## config.mk

```make
export PLATFORM = sky130hd
export DESIGN_NAME = dpbc_top
export DESIGN_NICKNAME = d
export VERILOG_FILES = /design/src/hw/dpbc_pkg.sv /design/src/hw/dpbc_top.sv /design/src/hw/dpbc_arb.sv
export SDC_FILE = /design/constraint.sdc
export NUM_CORES = 1
export LEC_CHECK = 0
export ABC_AREA = 1
export BUFFER_PORTS_ARGS = -buffer_cell sky130_fd_sc_hd__buf_2
export CAP_MARGIN = 20
export CORE_AREA = 4 4 122 124
export DETAILED_ROUTE_END_ITERATION = 12
export DIE_AREA = 0 0 126 128
export HOLD_SLACK_MARGIN = 0.02
export PLACE_DENSITY = 0.7
export SLEW_MARGIN = 10
export SYNTH_ARGS = -nofsm -noshare
export SYNTH_HDL_FRONTEND = slang
export SYNTH_SLANG_ARGS = --single-unit
```

## constraint.sdc

```tcl
create_clock -name i_mclk -period 2.8 [get_ports i_mclk]
set_input_delay 0.56 -clock i_mclk [delete_from_list [all_inputs] [get_ports i_mclk]]
set_output_delay 0.56 -clock i_mclk [all_outputs]
set_load 0.01 [all_outputs]
```

## src/hw/dpbc_pkg.sv

```systemverilog
package dpbc_pkg;
	// ==========================================
	// Register offsets
	localparam logic [7:0] A_HDATA = 8'h50;
	localparam logic [7:0] A_HDATA_HI = 8'h51;
	localparam logic [7:0] A_HIC = 8'h52;
	localparam logic [7:0] A_DMA = 8'h53;
	localparam logic [7:0] A_SIZE = 8'h54;
	localparam logic [7:0] A_MODE = 8'h55;
	localparam logic [7:0] A_RST = 8'h59;
	localparam logic [7:0] A_RP_LO = 8'h5A;
	localparam logic [7:0] A_RP_HI = 8'h5B;
	localparam logic [7:0] A_WP_LO = 8'h5C;
	localparam logic [7:0] A_WP_HI = 8'h5D;
	localparam logic [7:0] A_HP_LO = 8'h5E;
	localparam logic [7:0] A_HP_HI = 8'h5F;
	localparam logic [7:0] A_BUF = 8'h70;
	// ==========================================
	// Field positions
	localparam int HIC_ARB = 0;
	localparam int HIC_BIE = 2;
	localparam int HIC_BOE = 3;
	localparam int HIC_SEL_IN = 4;
	localparam int HIC_BUS_OCCUPIED_IN = 5;
	localparam int HIC_SEL_OUT = 6;
	localparam int HIC_BUS_OCCUPIED_OUT = 7;
	localparam int DMA_ACK = 1;
	localparam int DMA_WR_LATCH = 2;
	localparam int DMA_RD_LATCH = 3;
	localparam int DMA_DIR = 4;
	localparam int DMA_DONE = 5;
	localparam int DMA_EI = 6;
	localparam int DMA_ET = 7;
	localparam int MODE_EXT = 0;
	localparam int MODE_A14 = 1;
	localparam int MODE_A15 = 2;
	localparam int MODE_ARB = 3;
	localparam int MODE_MOE = 4;
	localparam int RST_BIT = 0;
	localparam int PIN_SHP = 8;
	localparam int PIN_SDP = 9;
	localparam int PIN_EI = 14;
	localparam int PIN_ET = 15;
	// ==========================================
	// Reset values and masks
	localparam logic [7:0] REG_RST = 8'h00;
	localparam logic [7:0] HIC_WMASK = 8'hCD;
	localparam logic [7:0] DMA_WMASK = 8'hDC;
	localparam logic [7:0] LOW_MAX = 8'hFF;
	localparam logic [15:0] PTR_RST = 16'h0000;
	localparam logic [15:0] PTR_ONE = 16'h0001;
	localparam logic [7:0] RANGE_1K = 8'h03;
	localparam logic [7:0] RANGE_16K = 8'h3F;
	localparam logic [7:0] RANGE_32K = 8'h7F;
	localparam logic [7:0] RANGE_64K = 8'hFF;
	// ==========================================
	// Arbitration timing in clocks
	localparam logic [2:0] ARB_SET_CYC = 3'h2;
	localparam logic [2:0] ARB_BSY_CYC = 3'h4;
	// ==========================================
	// Types
	typedef enum logic [1:0] {
		H_IDLE = 2'b00,
		H_MEM = 2'b01,
		H_REQ = 2'b10,
		H_REL = 2'b11
	} dpbc_host_e;
	typedef enum logic [1:0] {
		ARB_IDLE = 2'b00,
		ARB_WAIT = 2'b01,
		ARB_SETTLE = 2'b10,
		ARB_WON = 2'b11
	} dpbc_arb_e;
	typedef struct packed {
		logic [15:0] addr;
		logic sel_n;
		logic we_n;
		logic lo;
		logic bie;
	} dpbc_mem_s;
endpackage

```

## src/hw/dpbc_top.sv

```systemverilog
`timescale 1ns/1ns
`default_nettype none
// Functional notes
// - 32K direct mode: initiator pin becomes A14; 64K: responder pin becomes A15
// - Multiplexed mode drives high byte on A0-A7 and strobes a latch on A8 or A9 in the same cycle
// - Latch update follows high-byte increment without port A, or processor write
// - Streaming refreshes an external latch every 256 bytes
// - Peripheral cycles beat host cycles and latch updates
// - Reset bit holds all registers reset; any write clears pointers
// - Masked stop compare halts host cycles and sets done
// - Writing high stop byte resumes host cycles if still armed
// - Host data decode pulses latch-out; buffer decode drives select and write
// - Arbitration waits for free bus, latches 2 to 3 clocks later
// - Busy and bus-out follow latch after four clocks or at once
// - Software bus enables ORed with hardware enables on pins
// - Live select and busy inputs readable; bits 6,7 drive select, busy
// - DMA bit1 reads acknowledge; bits 2,3 start host DMA per direction
// - Direction set: peripheral into buffer; clear: buffer to peripheral
// - Size register is a low-bit mask fixing ring wrap
// - Mode register resets to zero; bits select addressing, arbitration, strobe
// - Mode low bits 0,1,3,7 give 1K,16K,32K,64K; arbitration by bit xor
// - Size beyond direct range selects multiplexed addressing
// - Peripheral request sampled, transfer in the following cycle
// - Buffer-to-host: latch data, bus-out, request, release after acknowledge
// - DMA control bit 5 shows done
// - Processor buffer access uses direction pointer without incrementing
module dpbc_top (
	input wire logic i_mclk,
	input wire logic i_rst,
	input wire logic i_cs,
	input wire logic i_ale,
	input wire logic i_rd_n,
	input wire logic i_wr_n,
	input wire logic [7:0] i_ad,
	output logic [7:0] o_ad,
	output logic o_ad_oe_n,
	input wire logic i_porta_req_n,
	output logic o_portb_req,
	input wire logic i_portb_ack,
	input wire logic i_sel_in,
	input wire logic i_bus_occupied_in,
	output logic o_sel_out,
	output logic o_bus_occupied_out,
	output logic [15:0] o_addr,
	output logic o_memory_select_n,
	output logic o_we_n,
	output logic o_bus_in_enable_n,
	output logic o_bus_out_enable_n,
	output logic o_latch_out
);
	// ==========================================
	// Helpers
	function automatic logic [15:0] ptr_inc(input logic [15:0] p, input logic [7:0] sz);
		logic [15:0] m;
		m = {sz, dpbc_pkg::LOW_MAX};
		ptr_inc = ((p + dpbc_pkg::PTR_ONE) & m) | (p & ~m);
	endfunction

	function automatic logic ptr_eq(input logic [15:0] a, input logic [15:0] b,
		input logic [7:0] sz);
		ptr_eq = ((a ^ b) & {sz, dpbc_pkg::LOW_MAX}) == dpbc_pkg::PTR_RST;
	endfunction

	function automatic logic [7:0] range_hi(input logic [7:0] md);
		if (md[dpbc_pkg::MODE_A15]) begin
			range_hi = dpbc_pkg::RANGE_64K;
		end else if (md[dpbc_pkg::MODE_A14]) begin
			range_hi = dpbc_pkg::RANGE_32K;
		end else if (md[dpbc_pkg::MODE_EXT]) begin
			range_hi = dpbc_pkg::RANGE_16K;
		end else begin
			range_hi = dpbc_pkg::RANGE_1K;
		end
	endfunction

	function automatic logic [15:0] pin_addr(input logic [15:0] p, input logic mx,
		input logic [7:0] md, input logic [7:0] dm);
		logic [15:0] a;
		a = p;
		if (mx) begin
			a[dpbc_pkg::PIN_SHP] = 1'b0;
			a[dpbc_pkg::PIN_SDP] = 1'b0;
		end
		if (!md[dpbc_pkg::MODE_A14]) begin
			a[dpbc_pkg::PIN_EI] = ~dm[dpbc_pkg::DMA_EI];
		end
		if (!md[dpbc_pkg::MODE_A15]) begin
			a[dpbc_pkg::PIN_ET] = ~dm[dpbc_pkg::DMA_ET];
		end
		pin_addr = a;
	endfunction

	// ==========================================
	// Declarations
	logic [7:0] adr_q, hic_q, dma_q, size_q, mode_q;
	logic rst_q, wr_n_q, clr, ptr_clr, wr_go;
	logic [15:0] rp_q, wp_q, hp_q;
	logic pa_q, done_q, upd_rp_q, upd_wp_q;
	logic dir, mx, moe, armed, match, buf_acc;
	logic host_mem_go, host_inc, inc_rp, inc_wp, upd_rp_go, upd_wp_go;
	logic arb_bsy, hw_boe;
	logic [7:0] rdata;
	dpbc_pkg::dpbc_host_e hst_q;
	dpbc_pkg::dpbc_mem_s mem_d, mem_q;
	logic bsy_q, boe_q, bie_q;

	// ==========================================
	// Processor bus
	assign wr_go = i_cs && !i_wr_n && wr_n_q;
	assign clr = i_rst || rst_q;
	assign ptr_clr = clr || (wr_go && adr_q == dpbc_pkg::A_RST);

	// Address latch and write edge
	always_ff @(posedge i_mclk) begin
		if (i_rst) begin
			adr_q <= dpbc_pkg::REG_RST;
			wr_n_q <= 1'b1;
		end else begin
			wr_n_q <= i_wr_n;
			if (i_ale) begin
				adr_q <= i_ad;
			end
		end
	end

	// Register reset bit, set by reset pin
	always_ff @(posedge i_mclk) begin
		if (i_rst) begin
			rst_q <= 1'b1;
		end else if (wr_go && adr_q == dpbc_pkg::A_RST) begin
			rst_q <= i_ad[dpbc_pkg::RST_BIT];
		end
	end

	// Control registers
	always_ff @(posedge i_mclk) begin
		if (clr) begin
			hic_q <= dpbc_pkg::REG_RST;
			dma_q <= dpbc_pkg::REG_RST;
			size_q <= dpbc_pkg::REG_RST;
			mode_q <= dpbc_pkg::REG_RST;
		end else if (wr_go) begin
			if (adr_q == dpbc_pkg::A_HIC) begin
				hic_q <= i_ad & dpbc_pkg::HIC_WMASK;
			end
			if (adr_q == dpbc_pkg::A_DMA) begin
				dma_q <= i_ad & dpbc_pkg::DMA_WMASK;
			end
			if (adr_q == dpbc_pkg::A_SIZE) begin
				size_q <= i_ad;
			end
			if (adr_q == dpbc_pkg::A_MODE) begin
				mode_q <= i_ad;
			end
		end
	end

	// Readback mux
	always_comb begin
		rdata = dpbc_pkg::REG_RST;
		unique case (adr_q)
			dpbc_pkg::A_HIC: begin
				rdata = hic_q;
				rdata[dpbc_pkg::HIC_ARB] = bsy_q;
				rdata[dpbc_pkg::HIC_SEL_IN] = i_sel_in;
				rdata[dpbc_pkg::HIC_BUS_OCCUPIED_IN] = i_bus_occupied_in;
			end
			dpbc_pkg::A_DMA: begin
				rdata = dma_q;
				rdata[dpbc_pkg::DMA_ACK] = i_portb_ack;
				rdata[dpbc_pkg::DMA_DONE] = done_q;
			end
			dpbc_pkg::A_RP_LO: rdata = rp_q[7:0];
			dpbc_pkg::A_RP_HI: rdata = rp_q[15:8];
			dpbc_pkg::A_WP_LO: rdata = wp_q[7:0];
			dpbc_pkg::A_WP_HI: rdata = wp_q[15:8];
			dpbc_pkg::A_HP_LO: rdata = hp_q[7:0];
			dpbc_pkg::A_HP_HI: rdata = hp_q[15:8];
			default: rdata = dpbc_pkg::REG_RST;
		endcase
	end

	// Read data register and drive enable
	always_ff @(posedge i_mclk) begin
		if (i_rst) begin
			o_ad <= dpbc_pkg::REG_RST;
		end else begin
			o_ad <= rdata;
		end
	end
	assign o_ad_oe_n = !(i_cs && !i_rd_n && adr_q >= dpbc_pkg::A_HIC
		&& adr_q <= dpbc_pkg::A_HP_HI);

	// ==========================================
	// Mode decode
	assign dir = dma_q[dpbc_pkg::DMA_DIR];
	assign moe = mode_q[dpbc_pkg::MODE_MOE];
	assign mx = |(size_q & ~range_hi(mode_q));
	assign armed = dir ? dma_q[dpbc_pkg::DMA_RD_LATCH] : dma_q[dpbc_pkg::DMA_WR_LATCH];
	assign match = ptr_eq(dir ? rp_q : wp_q, hp_q, size_q);
	assign buf_acc = i_cs && adr_q == dpbc_pkg::A_BUF && (!i_rd_n || !i_wr_n);

	// ==========================================
	// Port A sampling
	always_ff @(posedge i_mclk) begin
		if (clr) begin
			pa_q <= 1'b0;
		end else begin
			pa_q <= !i_porta_req_n;
		end
	end

	// ==========================================
	// Buffer cycle scheduler, port A first
	always_comb begin
		mem_d.addr = pin_addr(dir ? wp_q : rp_q, mx, mode_q, dma_q);
		mem_d.sel_n = 1'b1;
		mem_d.we_n = 1'b1;
		mem_d.lo = wr_go && (adr_q == dpbc_pkg::A_HDATA || adr_q == dpbc_pkg::A_HDATA_HI);
		mem_d.bie = 1'b0;
		host_mem_go = 1'b0;
		upd_rp_go = 1'b0;
		upd_wp_go = 1'b0;
		if (pa_q) begin
			mem_d.sel_n = moe && dir;
			mem_d.we_n = !dir;
		end else if (mx && (upd_rp_q || upd_wp_q)) begin
			mem_d.addr[7:0] = upd_rp_q ? rp_q[15:8] : wp_q[15:8];
			mem_d.addr[dpbc_pkg::PIN_SHP] = upd_rp_q;
			mem_d.addr[dpbc_pkg::PIN_SDP] = !upd_rp_q;
			upd_rp_go = upd_rp_q;
			upd_wp_go = !upd_rp_q;
		end else if (hst_q == dpbc_pkg::H_MEM) begin
			host_mem_go = 1'b1;
			mem_d.addr = pin_addr(dir ? rp_q : wp_q, mx, mode_q, dma_q);
			mem_d.sel_n = moe && !dir;
			mem_d.we_n = dir;
			mem_d.lo = dir;
			mem_d.bie = !dir;
		end else if (buf_acc) begin
			mem_d.sel_n = moe && !i_wr_n;
			mem_d.we_n = i_wr_n;
		end
	end

	// Registered buffer-side outputs
	always_ff @(posedge i_mclk) begin
		if (clr) begin
			mem_q.addr <= pin_addr(dpbc_pkg::PTR_RST, 1'b0, dpbc_pkg::REG_RST,
				dpbc_pkg::REG_RST);
			mem_q.sel_n <= 1'b1;
			mem_q.we_n <= 1'b1;
			mem_q.lo <= 1'b0;
			mem_q.bie <= 1'b0;
		end else begin
			mem_q <= mem_d;
		end
	end
	assign o_addr = mem_q.addr;
	assign o_memory_select_n = mem_q.sel_n;
	assign o_we_n = mem_q.we_n;
	assign o_latch_out = mem_q.lo;

	// ==========================================
	// Host DMA handshake
	assign host_inc = (hst_q == dpbc_pkg::H_REQ && i_portb_ack && dir) || (host_mem_go && !dir);
	assign hw_boe = hst_q == dpbc_pkg::H_REQ && dir;
	assign o_portb_req = hst_q == dpbc_pkg::H_REQ;

	always_ff @(posedge i_mclk) begin
		if (clr) begin
			hst_q <= dpbc_pkg::H_IDLE;
		end else begin
			unique case (hst_q)
				dpbc_pkg::H_IDLE: begin
					if (armed && !match && !done_q) begin
						hst_q <= dir ? dpbc_pkg::H_MEM : dpbc_pkg::H_REQ;
					end
				end
				dpbc_pkg::H_MEM: begin
					if (host_mem_go) begin
						hst_q <= dir ? dpbc_pkg::H_REQ : dpbc_pkg::H_REL;
					end
				end
				dpbc_pkg::H_REQ: begin
					if (i_portb_ack) begin
						hst_q <= dir ? dpbc_pkg::H_REL : dpbc_pkg::H_MEM;
					end
				end
				dpbc_pkg::H_REL: begin
					if (!i_portb_ack) begin
						hst_q <= dpbc_pkg::H_IDLE;
					end
				end
			endcase
		end
	end

	// Done flag: compare sets, high stop write clears, set wins
	always_ff @(posedge i_mclk) begin
		if (clr) begin
			done_q <= 1'b0;
		end else if (hst_q == dpbc_pkg::H_IDLE && armed && match) begin
			done_q <= 1'b1;
		end else if (wr_go && adr_q == dpbc_pkg::A_HP_HI) begin
			done_q <= 1'b0;
		end
	end

	// ==========================================
	// Pointers
	assign inc_rp = (pa_q && !dir) || (host_inc && dir);
	assign inc_wp = (pa_q && dir) || (host_inc && !dir);

	always_ff @(posedge i_mclk) begin
		if (ptr_clr) begin
			rp_q <= dpbc_pkg::PTR_RST;
		end else if (wr_go && adr_q == dpbc_pkg::A_RP_LO) begin
			rp_q[7:0] <= i_ad;
		end else if (wr_go && adr_q == dpbc_pkg::A_RP_HI) begin
			rp_q[15:8] <= i_ad;
		end else if (inc_rp) begin
			rp_q <= ptr_inc(rp_q, size_q);
		end
	end

	always_ff @(posedge i_mclk) begin
		if (ptr_clr) begin
			wp_q <= dpbc_pkg::PTR_RST;
		end else if (wr_go && adr_q == dpbc_pkg::A_WP_LO) begin
			wp_q[7:0] <= i_ad;
		end else if (wr_go && adr_q == dpbc_pkg::A_WP_HI) begin
			wp_q[15:8] <= i_ad;
		end else if (inc_wp) begin
			wp_q <= ptr_inc(wp_q, size_q);
		end
	end

	always_ff @(posedge i_mclk) begin
		if (ptr_clr) begin
			hp_q <= dpbc_pkg::PTR_RST;
		end else if (wr_go && adr_q == dpbc_pkg::A_HP_LO) begin
			hp_q[7:0] <= i_ad;
		end else if (wr_go && adr_q == dpbc_pkg::A_HP_HI) begin
			hp_q[15:8] <= i_ad;
		end
	end

	// External latch refresh requests, set wins over service
	always_ff @(posedge i_mclk) begin
		if (clr) begin
			upd_rp_q <= 1'b0;
			upd_wp_q <= 1'b0;
		end else begin
			if (mx && ((inc_rp && rp_q[7:0] == dpbc_pkg::LOW_MAX)
				|| (wr_go && adr_q == dpbc_pkg::A_RP_HI))) begin
				upd_rp_q <= 1'b1;
			end else if (upd_rp_go) begin
				upd_rp_q <= 1'b0;
			end
			if (mx && ((inc_wp && wp_q[7:0] == dpbc_pkg::LOW_MAX)
				|| (wr_go && adr_q == dpbc_pkg::A_WP_HI))) begin
				upd_wp_q <= 1'b1;
			end else if (upd_wp_go) begin
				upd_wp_q <= 1'b0;
			end
		end
	end

	// ==========================================
	// Arbitration and host bus pins
	dpbc_arb u_arb (
		.i_mclk(i_mclk),
		.i_rst(clr),
		.i_start(hic_q[dpbc_pkg::HIC_ARB]),
		.i_sel_in(i_sel_in),
		.i_bus_occupied_in(i_bus_occupied_in),
		.i_new_mode(mode_q[dpbc_pkg::MODE_ARB] ^ mode_q[dpbc_pkg::MODE_EXT]),
		.o_latched(),
		.o_bsy(arb_bsy)
	);

	// Software enables ORed with hardware enables
	always_ff @(posedge i_mclk) begin
		if (clr) begin
			bsy_q <= 1'b0;
			boe_q <= 1'b0;
			bie_q <= 1'b0;
		end else begin
			bsy_q <= arb_bsy || hic_q[dpbc_pkg::HIC_BUS_OCCUPIED_OUT];
			boe_q <= arb_bsy || hw_boe || hic_q[dpbc_pkg::HIC_BOE];
			bie_q <= mem_d.bie || hic_q[dpbc_pkg::HIC_BIE];
		end
	end
	assign o_bus_occupied_out = bsy_q;
	assign o_sel_out = hic_q[dpbc_pkg::HIC_SEL_OUT];
	assign o_bus_out_enable_n = !boe_q;
	assign o_bus_in_enable_n = !bie_q;
endmodule
`default_nettype wire

```

## src/hw/dpbc_arb.sv

```systemverilog
`timescale 1ns/1ns
`default_nettype none
module dpbc_arb (
	input wire logic i_mclk,
	input wire logic i_rst,
	input wire logic i_start,
	input wire logic i_sel_in,
	input wire logic i_bus_occupied_in,
	input wire logic i_new_mode,
	output logic o_latched,
	output logic o_bsy
);
	// ==========================================
	// Arbitration sequencer
	dpbc_pkg::dpbc_arb_e st_q;
	logic [2:0] cnt_q;

	// Wait for free bus, settle, then latch
	always_ff @(posedge i_mclk) begin
		if (i_rst || !i_start) begin
			st_q <= dpbc_pkg::ARB_IDLE;
			cnt_q <= 3'h0;
		end else begin
			unique case (st_q)
				dpbc_pkg::ARB_IDLE: begin
					st_q <= dpbc_pkg::ARB_WAIT;
				end
				dpbc_pkg::ARB_WAIT: begin
					cnt_q <= 3'h0;
					if (!i_sel_in && !i_bus_occupied_in) begin
						st_q <= dpbc_pkg::ARB_SETTLE;
					end
				end
				dpbc_pkg::ARB_SETTLE: begin
					cnt_q <= cnt_q + 3'h1;
					if (cnt_q == dpbc_pkg::ARB_SET_CYC - 3'h1) begin
						st_q <= dpbc_pkg::ARB_WON;
						cnt_q <= 3'h0;
					end
				end
				dpbc_pkg::ARB_WON: begin
					if (i_sel_in && !o_bsy) begin
						st_q <= dpbc_pkg::ARB_WAIT; // Select resets the latch while busy is not yet asserted
					end else if (cnt_q != dpbc_pkg::ARB_BSY_CYC) begin
						cnt_q <= cnt_q + 3'h1;
					end
				end
			endcase
		end
	end

	// Busy follows latch at once or after a guard time
	assign o_latched = (st_q == dpbc_pkg::ARB_WON);
	assign o_bsy = o_latched && (!i_new_mode || cnt_q == dpbc_pkg::ARB_BSY_CYC);
endmodule
`default_nettype wire

```

==> results by group <==
Run status
  – Outcome: finished clean

Global route
  – Overflow after GRT: 0
  – Number of global-route vias before repair: 7325
  – GRT Resource Usage Total: 0.348
  – Largest net degree at the start of global routing: 52
  – Global-route wire length before repair: 42700 um
  – Antenna violations before repair: 1

Layout
  – Final core occ: 0.608
  – Nets: 1198
  – Area delta synth->final: 12.4%
  – Fillers: 1345
  – Layout cell share with drive strength beyond 1: 0.129

Detailed routing
  – DRT iter0 DRCs: 1307
  – Via density: 5.97
  – Initial DRT Pass Iterations: 8
  – Vias: 8133
  – Post-DRT Antenna Nets: 0
  – Routed WL: 28100 um
  – Post-DR wirelength/cell: 20.6 um
  – Remaining DRCs: 0

Clock tree
  – CTS tree: done
  – H-tree levels: 4
  – Post-CTS Resized: 0
  – Clock Pin Slew Worst Setup and Hold Paths: 50 ps
  – CTS Hold Buffers Added: 0
  – CTS Buf Count: 17
  – Clk Tree Root Cell: clkbuf_16
  – Post-CTS setup buffers: 0
  – Clock Latency Late Sink: 440 ps
  – Clock Path Buffers: 2
  – CTS Sinks: 122

Job
  – Max-cap violations: 0

STA
  – Final Cycle Share: 0.819
  – Actual slew at the worst max-slew pin: 664 ps
  – Final Critical Period: 2290 ps
  – Final setup viols: 0
  – Fmax: 436 MHz
  – Clock Skews: 13.3 ps
  – Max Slew Vio Count: 0
  – Worst Slack Setup Final: 506 ps
  – TNS Setup: 0 ps
  – Hold Fails Final Rpt: 0
  – Slew headroom: 0.554
  – RSZ-0062 raised after global routing: no

Place
  – IO buf count: 50
  – Placer Congestion: 1.02
  – Hpwl dp: 20800 um
  – Worst slack at placement: 405 ps

Logic synthesis
  – YS warnings: 0
  – Top-area cell type share of the netlist area: 0.328
  – Syn nets: 1155
  – Ys async rst share: 0
  – Synthesized instance count: 1127
  – Post-synthesis sequential area ratio: 0.328
  – Synth Register Bits: 122
  – Number of enable flip-flop cells after synthesis: 0
  – Count leader, synth: nand2_1
  – Top cells by area, synth: dfxtp_1 (33%), nand2_1 (12%), o21ai_0 (7.5%)
  – Top FF cell, synth: dfxtp_1
  – Synth cell types: 49
  – Mean Syn Cell Area: 6.61 um2
  – Mapped cell area: 0.00745 mm2
  – Post-synth top area cell: dfxtp_1
  – Post-synth top cells: nand2_1 (246), inv_1 (126), dfxtp_1 (122), o21ai_0 (112), nor2_1 (104)

Die
  – Starting Density: 0.541
  – Chip Width: 126 um
  – Rows: 43
  – Io pins: 51
  – Core area: 0.0138 mm2
  – Die H: 128 um
  – Die area: 0.0161 mm2

Critical path
  – WP data arrival: 2600 ps
  – Critical path type: reg2reg
  – Reg2Reg Setup Slack: 510 ps
  – R2R cell count: 8
  – Critical Path RT: 3110 ps
  – CP Launch Type: flop
  – RR Startpoint: mode_q[0]
  – Setup crit end kind: flop
  – RR Endpoint: o_addr[14]
  – CP max FO: 12

Power and ir drop
  – VDD IR max: 421 uV
  – Lkg Pwr: 3.19 nW
  – Pwr dens: 485 mW/mm2

Worst hold path
  – Hold endpoint: pa_q
  – Hold_sp: i_porta_req_n
  – Worst min path class: in2reg
  – WHS Path Cells: 2
## critical path: stages, from the launching register on
cell	delay, ps
dfxtp_1	340
nor2_1	310
o211ai_1	180
nand3_2	220
nand2_2	230
nand3_4	190
nand2_2	200
o21ai_0	360
o21ai_0	130
## final cells by class
cell class                      instances  area [um2]  share of cell area
Antenna cell                            1        2.50            0.000299
Clock buffer                           24         482              0.0575
Clock inverter                          7        91.3              0.0109
Inverter                              141         539              0.0644
Multi-Input combinational cell        824        4230               0.504
Sequential cell                       122        2440               0.292
Tap cell                              180         225              0.0269
Timing Repair Buffer                   64         368              0.0439
## cell usage in the layout, fill, tap and decap left out, types with 13 or more instances in the layout
cell type and n:
a211oi_1 15, a21oi_1 93, a31oi_1 14, buf_2 50
buf_4 13, clkbuf_16 17, dfxtp_1 122, inv_1 126
nand2_1 246, nand3_1 79, nand4_1 19, nor2_1 103
nor3_1 20, o21ai_0 112, o22ai_1 17
## power by group
| group | internal [mW] | switching, mW | total [mW] |
|---|---|---|---|
| Sequential | 1.75 | 0.0120 | 1.76 |
| Combinational | 0.0218 | 0.0883 | 0.110 |
| Clock | 1.37 | 0.821 | 2.19 |
| Total | 3.14 | 0.921 | 4.06 |
## routing by layer
layer  track usage  vias up  wire length [um]
met5             0        -                 0
met4         0.163        0              1270
met3        0.0850       93              3280
met2         0.507      511             11700
met1         0.485     3676             11800
li1              -     3853                 -
## per-stage QoR
step           instances  hold slack (ps)  power (mW)  area (um2)
5_1_grt             1363              289        4.15        8380
3_3_place_gp        1331              445        1.90        7800
2_1_floorplan       1127              424        1.85        7450
3_5_place_dp        1331              445        1.90        7800
4_1_cts             1362              282        4.04        8370
6_report            1363              281        4.06        8380
## cell families (layout without fill, tap and decap cells)
logic type / count (synthesis) / after routing / synth area share
flip-flops: 122 / 122 / 0.328
AND/OR/NAND/NOR: 523 / 523 / 0.332
AO/OA/AOI/OAI: 285 / 285 / 0.211
adder cells (fa/ha/maj): 10 / 10 / 0.0168
buffers and inverters: 181 / 236 / 0.105
XOR/XNOR: 6 / 6 / 0.00705
other: 0 / 1 / 0
## worst max path at each step
stage,cells after the start,endpoint,start,slack [ps]
6_report,8,o_addr[14],mode_q[0],510
5_1_grt,10,flop,mode_q[0],440
4_1_cts,8,o_addr[14],mode_q[0],550
3_5_place_dp,12,flop,i_wr_n,410
3_3_place_gp,12,flop,i_wr_n,500
2_1_floorplan,11,flop,i_wr_n,1010
No activity file was read; power rests on OpenSTA's default activity.
